File: config.mk
export PLATFORM = sky130hd
export DESIGN_NAME = ssf_status_rx
export DESIGN_NICKNAME = d
export VERILOG_FILES = /design/src/ssf_pkg.sv /design/src/ssf_crc32.sv /design/src/ssf_axil.sv /design/src/ssf_status_rx.sv
export VERILOG_INCLUDE_DIRS = /design/src /design/src/src
export SDC_FILE = /design/constraint.sdc
export NUM_CORES = 2
export LEC_CHECK = 0
export BUFFER_PORTS_ARGS = -buffer_cell sky130_fd_sc_hd__buf_2
export CAP_MARGIN = 0
export CORE_UTILIZATION = 40
export CTS_BUF_LIST = sky130_fd_sc_hd__clkbuf_8
export DETAILED_ROUTE_END_ITERATION = 16
export PLACE_DENSITY = 0.59
export SLEW_MARGIN = 15
export SYNTH_ARGS = -nofsm -noshare
export SYNTH_HDL_FRONTEND = slang
export SYNTH_SLANG_ARGS = --single-unit
File: constraint.sdc
create_clock -name clk -period 4.36 [get_ports clk]
set_input_delay 0.436 -clock clk [delete_from_list [all_inputs] [get_ports clk]]
set_output_delay 0.436 -clock clk [all_outputs]
set_load 0.005 [all_outputs]
File: src/ssf_defs.svh
// constants for the status unit parser: layout, codes, register map
`ifndef SSF_DEFS_SVH
`define SSF_DEFS_SVH
`define SSF_HDR_LEN 32'h0000000C
`define SSF_CRC_LEN 32'h00000004
`define SSF_B_FLAGS 32'h00000002
`define SSF_B_STATUS 32'h00000003
`define SSF_B_SLEN_LO 32'h00000004
`define SSF_B_SLEN_HI 32'h00000007
`define SSF_B_FLEN_LO 32'h00000008
`define SSF_B_FLEN_HI 32'h0000000B
`define SSF_SV_BIT 1
`define SSF_FV_BIT 0
`define SSF_FAIL_LEN_REQ 32'h00000004
`define SSF_FAIL_CODE_B 32'h00000003
`define SSF_SENSE_MAX 32'h000000FC
`define SSF_FC_NONE 8'h00
`define SSF_FC_CMD_BAD 8'h02
`define SSF_FC_TMF_UNSUP 8'h04
`define SSF_FC_TMF_FAIL 8'h05
`define SSF_STATUS_CHECK 8'h02
`define SSF_CRC_POLY 32'h04C11DB7
`define SSF_CRC_INIT 32'hFFFFFFFF
`define SSF_REG_CTRL 8'h00
`define SSF_REG_STAT 8'h04
`define SSF_REG_RESULT 8'h08
`define SSF_REG_SLEN 8'h0C
`define SSF_REG_FLEN 8'h10
`define SSF_REG_SIDX 8'h14
`define SSF_REG_SDATA 8'h18
`define SSF_REG_CRCRX 8'h1C
`define SSF_REG_COUNT 8'h20
`define SSF_CTRL_EN 0
`define SSF_CTRL_CLR 1
`define SSF_CTRL_ATN 2
`define SSF_ST_DONE 0
`define SSF_ST_BUSY 1
`define SSF_ST_FLAG0 2
`define SSF_ST_SV 8
`define SSF_ST_FV 9
`define SSF_ST_ATN 10
`define SSF_RESP_OKAY 2'h0
`define SSF_RESP_SLVERR 2'h2
`endif

File: src/ssf_pkg.sv
// types and failure-code decoding for the status unit parser
package ssf_pkg;
`include "ssf_defs.svh"
	typedef enum logic [2:0] {ST_HDR, ST_FAIL, ST_SENSE, ST_CRC, ST_DONE} ssf_state_t;
	typedef enum logic [2:0] {
		FCL_NONE, FCL_CMD_BAD, FCL_TMF_UNSUP, FCL_TMF_FAIL, FCL_RESERVED
	} ssf_fclass_t;

	function automatic ssf_fclass_t ssf_fail_class(input logic [7:0] code);
		ssf_fclass_t c;
		c = FCL_RESERVED;
		if (code == `SSF_FC_NONE)
			c = FCL_NONE;
		else if (code == `SSF_FC_CMD_BAD)
			c = FCL_CMD_BAD;
		else if (code == `SSF_FC_TMF_UNSUP)
			c = FCL_TMF_UNSUP;
		else if (code == `SSF_FC_TMF_FAIL)
			c = FCL_TMF_FAIL;
		return c;
	endfunction : ssf_fail_class
endpackage : ssf_pkg

File: src/ssf_crc32.sv
// bytewise 32-bit crc, msb first, no reflection
`timescale 1ns/100ps
module ssf_crc32 (
	input wire logic clk,
	input wire logic resetn,
	input wire logic clr,
	input wire logic en,
	input wire logic [7:0] data,
	output logic [31:0] crc
);
`include "ssf_defs.svh"
	logic [31:0] crc_reg;
	logic [31:0] crc_next;

	function automatic logic [31:0] crc_step(input logic [31:0] c, input logic [7:0] d);
		logic [31:0] r;
		r = c;
		for (int i = 7; i >= 0; i--)
		begin
			if (r[31] ^ d[i])
				r = {r[30:0], 1'b0} ^ `SSF_CRC_POLY;
			else
				r = {r[30:0], 1'b0};
		end
		return r;
	endfunction : crc_step

	assign crc_next = clr ? `SSF_CRC_INIT : (en ? crc_step(crc_reg, data) : crc_reg);
	assign crc = crc_reg;

	always_ff @(posedge clk or negedge resetn)
	begin
		if (!resetn)
			crc_reg <= `SSF_CRC_INIT;
		else
			crc_reg <= crc_next;
	end
endmodule : ssf_crc32

File: src/ssf_axil.sv
// axi4-lite slave front end: one write and one read in flight
`timescale 1ns/100ps
module ssf_axil (
	input wire logic clk,
	input wire logic resetn,
	input wire logic [7:0] awaddr,
	input wire logic awvalid,
	output logic awready,
	input wire logic [31:0] wdata,
	input wire logic [3:0] wstrb,
	input wire logic wvalid,
	output logic wready,
	output logic [1:0] bresp,
	output logic bvalid,
	input wire logic bready,
	input wire logic [7:0] araddr,
	input wire logic arvalid,
	output logic arready,
	output logic [31:0] rdata,
	output logic [1:0] rresp,
	output logic rvalid,
	input wire logic rready,
	output logic wr_en,
	output logic [7:0] wr_addr,
	output logic [31:0] wr_data,
	output logic [3:0] wr_strb,
	input wire logic wr_ok,
	output logic [7:0] rd_addr,
	input wire logic [31:0] rd_data,
	input wire logic rd_ok
);
`include "ssf_defs.svh"
	logic awready_reg, wready_reg, bvalid_reg, arready_reg, rvalid_reg, rd_pend_reg;
	logic have_aw_reg, have_w_reg;
	logic [7:0] awaddr_reg, araddr_reg;
	logic [31:0] wdata_reg, rdata_reg;
	logic [3:0] wstrb_reg;
	logic [1:0] bresp_reg, rresp_reg;
	wire aw_hs = awvalid & awready_reg;
	wire w_hs = wvalid & wready_reg;
	wire ar_hs = arvalid & arready_reg;
	wire fire = have_aw_reg & have_w_reg & ~bvalid_reg;
	wire b_done = bvalid_reg & bready;
	wire r_done = rvalid_reg & rready;

	assign awready = awready_reg;
	assign wready = wready_reg;
	assign bvalid = bvalid_reg;
	assign bresp = bresp_reg;
	assign arready = arready_reg;
	assign rvalid = rvalid_reg;
	assign rdata = rdata_reg;
	assign rresp = rresp_reg;
	assign wr_en = fire;
	assign wr_addr = awaddr_reg;
	assign wr_data = wdata_reg;
	assign wr_strb = wstrb_reg;
	assign rd_addr = araddr_reg;

	always_ff @(posedge clk or negedge resetn)
	begin
		if (!resetn)
		begin
			awready_reg <= 1'b1;
			wready_reg <= 1'b1;
			arready_reg <= 1'b1;
			bvalid_reg <= 1'b0;
			rvalid_reg <= 1'b0;
			rd_pend_reg <= 1'b0;
			have_aw_reg <= 1'b0;
			have_w_reg <= 1'b0;
			awaddr_reg <= 8'h00;
			araddr_reg <= 8'h00;
			wdata_reg <= 32'h00000000;
			wstrb_reg <= 4'h0;
			rdata_reg <= 32'h00000000;
			bresp_reg <= `SSF_RESP_OKAY;
			rresp_reg <= `SSF_RESP_OKAY;
		end
		else
		begin
			awready_reg <= b_done | (awready_reg & ~aw_hs);
			wready_reg <= b_done | (wready_reg & ~w_hs);
			have_aw_reg <= aw_hs | (have_aw_reg & ~fire);
			have_w_reg <= w_hs | (have_w_reg & ~fire);
			if (aw_hs)
				awaddr_reg <= awaddr;
			if (w_hs)
			begin
				wdata_reg <= wdata;
				wstrb_reg <= wstrb;
			end
			bvalid_reg <= fire | (bvalid_reg & ~bready);
			if (fire)
				bresp_reg <= wr_ok ? `SSF_RESP_OKAY : `SSF_RESP_SLVERR;
			arready_reg <= r_done | (arready_reg & ~ar_hs);
			rd_pend_reg <= ar_hs;
			if (ar_hs)
				araddr_reg <= araddr;
			rvalid_reg <= rd_pend_reg | (rvalid_reg & ~rready);
			if (rd_pend_reg)
			begin
				rdata_reg <= rd_data;
				rresp_reg <= rd_ok ? `SSF_RESP_OKAY : `SSF_RESP_SLVERR;
			end
		end
	end
endmodule : ssf_axil

File: src/ssf_status_rx.sv
// initiator-side receiver and checker for the packetized status unit
`timescale 1ns/100ps
// Behaviour
// - byte 3 status, byte 2 bit 0 flag
// - bytes 4-7 sense length, big-endian
// - bytes 8-11 failure length; record, sense, crc
// - sense flag decides sense bytes present
// - no sense flag: sense length zero
// - no failure flag: failure length zero
// - failure record four bytes, code last
// - codes 00h, 02h, 04h, 05h defined; others reserved
// - codes 04h unsupported, 05h failed
// - trailing check is the iucrc
module ssf_status_rx
	import ssf_pkg::*;
#(
	parameter int SENSE_DEPTH = 252
) (
	input wire logic clk,
	input wire logic resetn,
	input wire logic [7:0] s_axi_awaddr,
	input wire logic s_axi_awvalid,
	output logic s_axi_awready,
	input wire logic [31:0] s_axi_wdata,
	input wire logic [3:0] s_axi_wstrb,
	input wire logic s_axi_wvalid,
	output logic s_axi_wready,
	output logic [1:0] s_axi_bresp,
	output logic s_axi_bvalid,
	input wire logic s_axi_bready,
	input wire logic [7:0] s_axi_araddr,
	input wire logic s_axi_arvalid,
	output logic s_axi_arready,
	output logic [31:0] s_axi_rdata,
	output logic [1:0] s_axi_rresp,
	output logic s_axi_rvalid,
	input wire logic s_axi_rready,
	input wire logic [7:0] iu_data,
	input wire logic iu_valid,
	output logic iu_ready,
	output logic atn
);
`include "ssf_defs.svh"
	localparam logic [31:0] DEPTH32 = 32'(SENSE_DEPTH);
	logic wr_en, wr_ok, rd_ok;
	logic [7:0] wr_addr, rd_addr;
	logic [31:0] wr_data, rd_data, crc_val;
	logic [3:0] wr_strb;
	ssf_state_t state_reg, state_next;
	logic [31:0] idx_reg, idx_next;
	logic [31:0] slen_reg, flen_reg, slen_eff_reg, flen_eff_reg, crc_rx_reg;
	logic [7:0] status_reg, code_reg, sidx_reg;
	logic sv_reg, fv_reg, en_reg, atn_en_reg, ready_reg, atn_reg, done_reg;
	logic [5:0] flags_reg;
	logic [15:0] good_cnt_reg, bad_cnt_reg;
	logic [7:0] sense_mem [SENSE_DEPTH];

	ssf_axil u_axil (
		.clk(clk),
		.resetn(resetn),
		.awaddr(s_axi_awaddr),
		.awvalid(s_axi_awvalid),
		.awready(s_axi_awready),
		.wdata(s_axi_wdata),
		.wstrb(s_axi_wstrb),
		.wvalid(s_axi_wvalid),
		.wready(s_axi_wready),
		.bresp(s_axi_bresp),
		.bvalid(s_axi_bvalid),
		.bready(s_axi_bready),
		.araddr(s_axi_araddr),
		.arvalid(s_axi_arvalid),
		.arready(s_axi_arready),
		.rdata(s_axi_rdata),
		.rresp(s_axi_rresp),
		.rvalid(s_axi_rvalid),
		.rready(s_axi_rready),
		.wr_en(wr_en),
		.wr_addr(wr_addr),
		.wr_data(wr_data),
		.wr_strb(wr_strb),
		.wr_ok(wr_ok),
		.rd_addr(rd_addr),
		.rd_data(rd_data),
		.rd_ok(rd_ok)
	);

	// register writes
	wire wr_ctrl = wr_en & wr_strb[0] & (wr_addr == `SSF_REG_CTRL);
	wire wr_sidx = wr_en & wr_strb[0] & (wr_addr == `SSF_REG_SIDX);
	wire clr = wr_ctrl & wr_data[`SSF_CTRL_CLR];
	wire en_next = wr_ctrl ? wr_data[`SSF_CTRL_EN] : en_reg;
	wire atn_en_next = wr_ctrl ? wr_data[`SSF_CTRL_ATN] : atn_en_reg;

	// byte stream section decoding
	wire take = iu_valid & ready_reg;
	wire in_hdr = state_reg == ST_HDR;
	wire in_fail = state_reg == ST_FAIL;
	wire in_sense = state_reg == ST_SENSE;
	wire in_crc = state_reg == ST_CRC;
	wire hdr_last = in_hdr & (idx_reg == `SSF_HDR_LEN - 32'h1);
	wire fail_last = in_fail & (idx_reg == flen_eff_reg - 32'h1);
	wire sense_last = in_sense & (idx_reg == slen_eff_reg - 32'h1);
	wire crc_last = in_crc & (idx_reg == `SSF_CRC_LEN - 32'h1);
	wire sec_end = take & (hdr_last | fail_last | sense_last | crc_last);
	wire flags_byte = in_hdr & (idx_reg == `SSF_B_FLAGS);
	wire status_byte = in_hdr & (idx_reg == `SSF_B_STATUS);
	wire slen_byte = in_hdr & (idx_reg >= `SSF_B_SLEN_LO) & (idx_reg <= `SSF_B_SLEN_HI);
	wire flen_byte = in_hdr & (idx_reg >= `SSF_B_FLEN_LO) & (idx_reg <= `SSF_B_FLEN_HI);
	wire code_byte = in_fail & (idx_reg == `SSF_FAIL_CODE_B);

	// lengths complete on the last header byte; a clear flag forces zero
	wire [31:0] flen_full = {flen_reg[23:0], iu_data};
	wire [31:0] slen_eff_w = sv_reg ? slen_reg : 32'h0;
	wire [31:0] flen_eff_w = fv_reg ? flen_full : 32'h0;

	// format checks on what the target sent
	wire slen_bad = (slen_reg == 32'h0) | slen_reg[0] | (slen_reg > `SSF_SENSE_MAX);
	wire e_slen = take & hdr_last & sv_reg & slen_bad;
	wire e_flen = take & hdr_last & fv_reg & (flen_full != `SSF_FAIL_LEN_REQ);
	wire e_code = take & code_byte & (ssf_fail_class(iu_data) == FCL_RESERVED);
	wire e_chk = take & hdr_last & (status_reg == `SSF_STATUS_CHECK) & ~sv_reg;
	wire [31:0] crc_rx_full = {crc_rx_reg[23:0], iu_data};
	wire e_crc = take & crc_last & (crc_rx_full != crc_val);
	// reserved bytes are only reported; parsing goes on regardless
	wire rsv_hdr = in_hdr & (idx_reg < `SSF_B_FLAGS) & (iu_data != 8'h00);
	wire rsv_flg = flags_byte & (iu_data[7:2] != 6'h00);
	wire rsv_rec = in_fail & (idx_reg < `SSF_FAIL_CODE_B) & (iu_data != 8'h00);
	wire e_rsv = take & (rsv_hdr | rsv_flg | rsv_rec);
	wire [5:0] events = {e_rsv, e_chk, e_code, e_flen, e_slen, e_crc};
	wire any_err = |events;
	wire unit_end = take & crc_last;
	wire unit_bad = any_err | (|flags_reg);

	// set wins over clear on every sticky flag
	wire [5:0] flags_next = events | (flags_reg & ~{6{clr}});
	wire done_next = unit_end | (done_reg & ~clr);
	// attention tells the target the unit was not taken cleanly
	wire atn_next = (atn_en_reg & any_err) | (atn_reg & ~clr);
	wire ready_next = en_next & (state_next != ST_DONE);

	// crc covers every byte before the trailing check field
	wire crc_en = take & ~in_crc & (state_reg != ST_DONE);

	ssf_crc32 u_crc (
		.clk(clk),
		.resetn(resetn),
		.clr(clr),
		.en(crc_en),
		.data(iu_data),
		.crc(crc_val)
	);

	always_comb
	begin
		state_next = state_reg;
		case (state_reg)
			ST_HDR:
				if (take & hdr_last)
					state_next = (flen_eff_w != 32'h0) ? ST_FAIL :
						((slen_eff_w != 32'h0) ? ST_SENSE : ST_CRC);
			ST_FAIL:
				if (take & fail_last)
					state_next = (slen_eff_reg != 32'h0) ? ST_SENSE : ST_CRC;
			ST_SENSE:
				if (take & sense_last)
					state_next = ST_CRC;
			ST_CRC:
				if (take & crc_last)
					state_next = ST_DONE;
			ST_DONE:
				state_next = ST_DONE;
			default:
				state_next = ST_HDR;
		endcase
		if (clr)
			state_next = ST_HDR;
	end

	assign idx_next = (clr | sec_end) ? 32'h0 : (take ? idx_reg + 32'h1 : idx_reg);

	// register reads
	wire [31:0] ctrl_rd = {29'h0, atn_en_reg, 1'b0, en_reg};
	wire [31:0] stat_rd = {21'h0, atn_reg, fv_reg, sv_reg, flags_reg,
		(state_reg != ST_HDR) & (state_reg != ST_DONE), done_reg};
	wire [2:0] fclass = 3'(ssf_fail_class(code_reg));
	wire [31:0] result_rd = {13'h0, fclass, code_reg, status_reg};
	wire [7:0] sense_rd = (32'(sidx_reg) < DEPTH32) ? sense_mem[sidx_reg] : 8'h00;
	wire is_ctrl = rd_addr == `SSF_REG_CTRL;
	wire is_stat = rd_addr == `SSF_REG_STAT;
	wire is_res = rd_addr == `SSF_REG_RESULT;
	wire is_slen = rd_addr == `SSF_REG_SLEN;
	wire is_flen = rd_addr == `SSF_REG_FLEN;
	wire is_sidx = rd_addr == `SSF_REG_SIDX;
	wire is_sdat = rd_addr == `SSF_REG_SDATA;
	wire is_crcr = rd_addr == `SSF_REG_CRCRX;
	wire is_cnt = rd_addr == `SSF_REG_COUNT;
	assign rd_ok = is_ctrl | is_stat | is_res | is_slen | is_flen | is_sidx | is_sdat |
		is_crcr | is_cnt;
	assign rd_data = is_ctrl ? ctrl_rd :
		is_stat ? stat_rd :
		is_res ? result_rd :
		is_slen ? slen_eff_reg :
		is_flen ? flen_eff_reg :
		is_sidx ? {24'h0, sidx_reg} :
		is_sdat ? {24'h0, sense_rd} :
		is_crcr ? crc_rx_reg :
		is_cnt ? {bad_cnt_reg, good_cnt_reg} : 32'h0;
	// writes to read-only words are accepted and ignored
	assign wr_ok = (wr_addr[1:0] == 2'h0) & (wr_addr <= `SSF_REG_COUNT);

	assign iu_ready = ready_reg;
	assign atn = atn_reg;

	// sense store, clipped to the buffer depth
	genvar g;
	generate
		for (g = 0; g < SENSE_DEPTH; g++)
		begin : g_sense
			wire hit = take & in_sense & (idx_reg == 32'(g));
			always_ff @(posedge clk or negedge resetn)
			begin
				if (!resetn)
					sense_mem[g] <= 8'h00;
				else if (hit)
					sense_mem[g] <= iu_data;
			end
		end
	endgenerate

	always_ff @(posedge clk or negedge resetn)
	begin
		if (!resetn)
		begin
			state_reg <= ST_HDR;
			idx_reg <= 32'h0;
			en_reg <= 1'b0;
			atn_en_reg <= 1'b0;
			ready_reg <= 1'b0;
			atn_reg <= 1'b0;
			done_reg <= 1'b0;
			flags_reg <= 6'h00;
			sidx_reg <= 8'h00;
		end
		else
		begin
			state_reg <= state_next;
			idx_reg <= idx_next;
			en_reg <= en_next;
			atn_en_reg <= atn_en_next;
			ready_reg <= ready_next;
			atn_reg <= atn_next;
			done_reg <= done_next;
			flags_reg <= flags_next;
			if (wr_sidx)
				sidx_reg <= wr_data[7:0];
		end
	end

	// header fields and parsed results
	always_ff @(posedge clk or negedge resetn)
	begin
		if (!resetn)
		begin
			sv_reg <= 1'b0;
			fv_reg <= 1'b0;
			status_reg <= 8'h00;
			code_reg <= 8'h00;
			slen_reg <= 32'h0;
			flen_reg <= 32'h0;
			slen_eff_reg <= 32'h0;
			flen_eff_reg <= 32'h0;
			crc_rx_reg <= 32'h0;
		end
		else if (take)
		begin
			if (flags_byte)
			begin
				sv_reg <= iu_data[`SSF_SV_BIT];
				fv_reg <= iu_data[`SSF_FV_BIT];
			end
			if (status_byte)
				status_reg <= iu_data;
			if (slen_byte)
				slen_reg <= {slen_reg[23:0], iu_data};
			if (flen_byte)
				flen_reg <= flen_full;
			if (hdr_last)
			begin
				slen_eff_reg <= slen_eff_w;
				flen_eff_reg <= flen_eff_w;
				code_reg <= 8'h00;
			end
			if (code_byte)
				code_reg <= iu_data;
			if (in_crc)
				crc_rx_reg <= crc_rx_full;
		end
	end

	// unit tallies, wrapping
	always_ff @(posedge clk or negedge resetn)
	begin
		if (!resetn)
		begin
			good_cnt_reg <= 16'h0000;
			bad_cnt_reg <= 16'h0000;
		end
		else if (unit_end)
		begin
			if (unit_bad)
				bad_cnt_reg <= bad_cnt_reg + 16'h0001;
			else
				good_cnt_reg <= good_cnt_reg + 16'h0001;
		end
	end
endmodule : ssf_status_rx

==> flow_metrics.tcl <==
set metrics [dict create \
    outcome "finished, final reports clean" \
    syn_inst 8122 \
    largest_register_ffs 2016 \
    timing.final.crit_share_pct 98.8 \
    met1Wirelength_mm 148 \
    synthArstFlopShare_pct 100 \
    yosysWarnings 0 \
    nets 8570 \
    max-clock-path-buffers 4 \
    netSwitchingFraction_pct 26.5 \
    antenna_found_initial 15 \
    cap_violations 0 \
    power_leakage_nw 59.1 \
    start_kind "register" \
    path_cells "buf_12 -> buf_12 -> mux4_2 -> a22o_1 -> a221oi_1 -> o22ai_1 -> o21ai_0 -> nor4b_2 -> buf_4 -> o221ai_1" \
    cts_inserted_buffers 406 \
    syn_area_per_cell_um2 13.7 \
    syn_area_mm2 0.111 \
    wl_met2_mm 160 \
    maxSlewHeadroom_pct 17.8 \
    top_layer_used "met5" \
    drcViolationCount 0 \
    finalSetupViolations 0 \
    synth_area_leaders "dfrtp_1 53%, mux2_2 20%, mux4_2 11%" \
    area_growth_syn_to_layout_pct 13.8 \
    grt_max_degree 195 \
    pwr_density_cell_mw_per_mm2 376 \
    multi_input_area_mm2 0.0490 \
    p_comb_share_pct 8.9 \
    route.vias.total 73300 \
    crit-reg2reg-launch "sidx_reg[0]" \
    pwr-share-seq_pct 48.2 \
    routed_via_density 5.87 \
    worstPathRequired_ns 5.27 \
    fmax_ghz 0.232 \
    synth_ff_type "dfrtp_1" \
    p_int_mw 34.9 \
    ys_ff_latch 2371 \
    pwr-share-clk_pct 42.9 \
    globalplace.congestion 0.947 \
    initial_core_util_pct 40.2 \
    cts_tree "built" \
    critical_path_buf_inv_count 3 \
    rsz0062_at_grt "false" \
    finalHoldViolCount 0 \
    synth_top_cell_area_share_pct 52.7 \
    synth-seq-area-share_pct 53.5 \
    die_w_um 529 \
    cts_sinks 2371 \
    slowest_delay_ns 0.63 \
    grt-ovfl-total 0 \
    io_buffers 81 \
    cpMaxStageDelayCell "o21ai_0" \
    placed_area_mm2 0.118 \
    ant_nets 0 \
    power_switching_mw 12.6 \
    wl_per_cell_um 27.9 \
    ir_worst_vdd_mv 0.230 \
    fill_cells 24800 \
    final_cell_area_mm2 0.126 \
    cp-startpoint "sidx_reg[0]" \
    grt_pass1_wl_mm 520 \
    holdCritStartpoint "s_axi_araddr[6]" \
    clk_pin_slew_ns 0.06 \
    top_register "sense_mem" \
    yosysUniqueCellTypes 86 \
    grt_pass1_vias 75400 \
    dpl.hpwl_mm 231 \
    crit_fanout 21 \
    arrival_ns 5.22 \
    maxSlewViolCount 0 \
    firstDrtPassIters 6 \
    grt.total_usage_pct 25.0 \
    layout_common_cells "2331 x dfrtp_1, 1932 x mux2_2, 677 x nand2_1" \
    fin_skew_ns 0.108 \
    dieArea_mm2 0.280 \
    layout-drive-gt1-share_pct 41.6 \
    worstMarginPinSlew_ns 1.23 \
    critPathTopFamily "compound AO/OA/AOI/OAI gates" \
    wl_met3_mm 25.8 \
    num_rows 193 \
    h-tree-depth 5 \
    layout_commonest_cell "dfrtp_1" \
    io-pin-count 111 \
    drt_first_iter_violations 6203 \
    ff_latch_area_mm2 0.0594 \
    core_mm2 0.276 \
    end_kind "register" \
    routed_wl_mm 349 \
    hp-class "input port to register" \
    crit_top_cell "buf_12" \
    min_period_ns 4.31 \
    synth_edf_count 0 \
    yosysTopAreaCell "dfrtp_1" \
    critPathKind "register to register" \
    finalPower_mw 47.4 \
    clock_latency_ns 1.06 \
    fp.dieH_um 529 \
    root_buffer "clkbuf_8" \
]
## synth_stat cells (65+ instances only)
| cell type | number |
|---|---|
| dfrtp_1 | 2336 |
| mux2_2 | 1932 |
| nand2_1 | 677 |
| mux4_2 | 533 |
| clkbuf_1 | 465 |
| o21ai_0 | 345 |
| nor2_1 | 243 |
| nand3_1 | 156 |
| xnor2_1 | 152 |
| nor4_1 | 95 |
| a21oi_1 | 78 |
| xor2_1 | 71 |
| a22oi_1 | 69 |
| buf_2 | 67 |
| mux2i_1 | 65 |
## what timing repair did
| action | 4_1_cts | 5_1_grt |
|---|---|---|
| hold endpoints to repair | 966 | 0 |
| gates resized for setup | 1 | 0 |
| endpoints found under the setup margin | 1 | 0 |
| hold buffers | 44 | 0 |
| buffers inserted | 0 | 0 |
## cells by family after synthesis
group                    synth area share (%)
AO/OA/AOI/OAI                            4.56
XOR/XNOR                                 1.76
adder cells (fa/ha/maj)                0.0902
buffers and inverters                    2.39
flip-flops                               53.5
multiplexers                             31.0
other                                 0.00338
AND/OR/NAND/NOR                          6.68
## through the flow
| step | setup TNS, ns | hold slack, ns | utilization [%] | worst slack [ns] | cells |
|---|---|---|---|---|---|
| floorplan | 0 | 0.140 | - | 1.04 | 8123 |
| global placement | -0.204 | 0.378 | 42.6 | -0.204 | 11700 |
| detailed placement | -0.232 | 0.372 | 42.6 | -0.232 | 11700 |
| CTS | 0 | 0.0668 | 45.7 | 0.0615 | 12500 |
| global route | 0 | 0.151 | 45.7 | 0.0276 | 12500 |
| finish | 0 | 0.160 | 45.7 | 0.0527 | 12500 |
## final cells by class
| cell class | instances | share of cell area, % |
|---|---|---|
| Antenna cell | 6 | 0.0119 |
| Clock buffer | 514 | 5.60 |
| Clock inverter | 191 | 0.854 |
| Inverter | 58 | 0.180 |
| Multi-Input combinational cell | 5095 | 38.8 |
| Sequential cell | 2371 | 47.0 |
| Tap cell | 3705 | 3.67 |
| Timing Repair Buffer | 562 | 3.85 |
## final timing paths
check                           depth (start not counted)  slack, ns                end
worst min register to register                          1       0.47    bad_cnt_reg[15]
max in group asynchronous                               4       2.87    sense_mem[1417]
worst min-delay path                                    3       0.16  u_axil.rd_addr[6]
worst max register to register                         10       0.05    u_axil.rdata[7]
worst max-delay path                                   10       0.05    u_axil.rdata[7]
min in group asynchronous                               3       0.17        sidx_reg[4]
## power groups by stage
stage	Combinational (mW)	Sequential [mW]	Clock, mW
floorplan	2.30	23.1	0
global placement	4.11	23.2	0
detailed placement	4.16	23.2	0
CTS	4.23	22.8	20.8
global route	4.54	22.9	21.8
finish	4.23	22.9	20.3
## tightest hold or removal path, delay by kind of cell
kind,cells,cell delay [ns]
buffers and inverters,2,0.62
multiplexers,1,0.13
## layer usage
metal  global-route usage [%]  vias up
met5                        0        -
met2                     38.8     2658
met4                     10.6       10
met1                     33.8    39200
met3                     5.34      703
li1                         -    30800
Power figures use the tool's default switching activity.
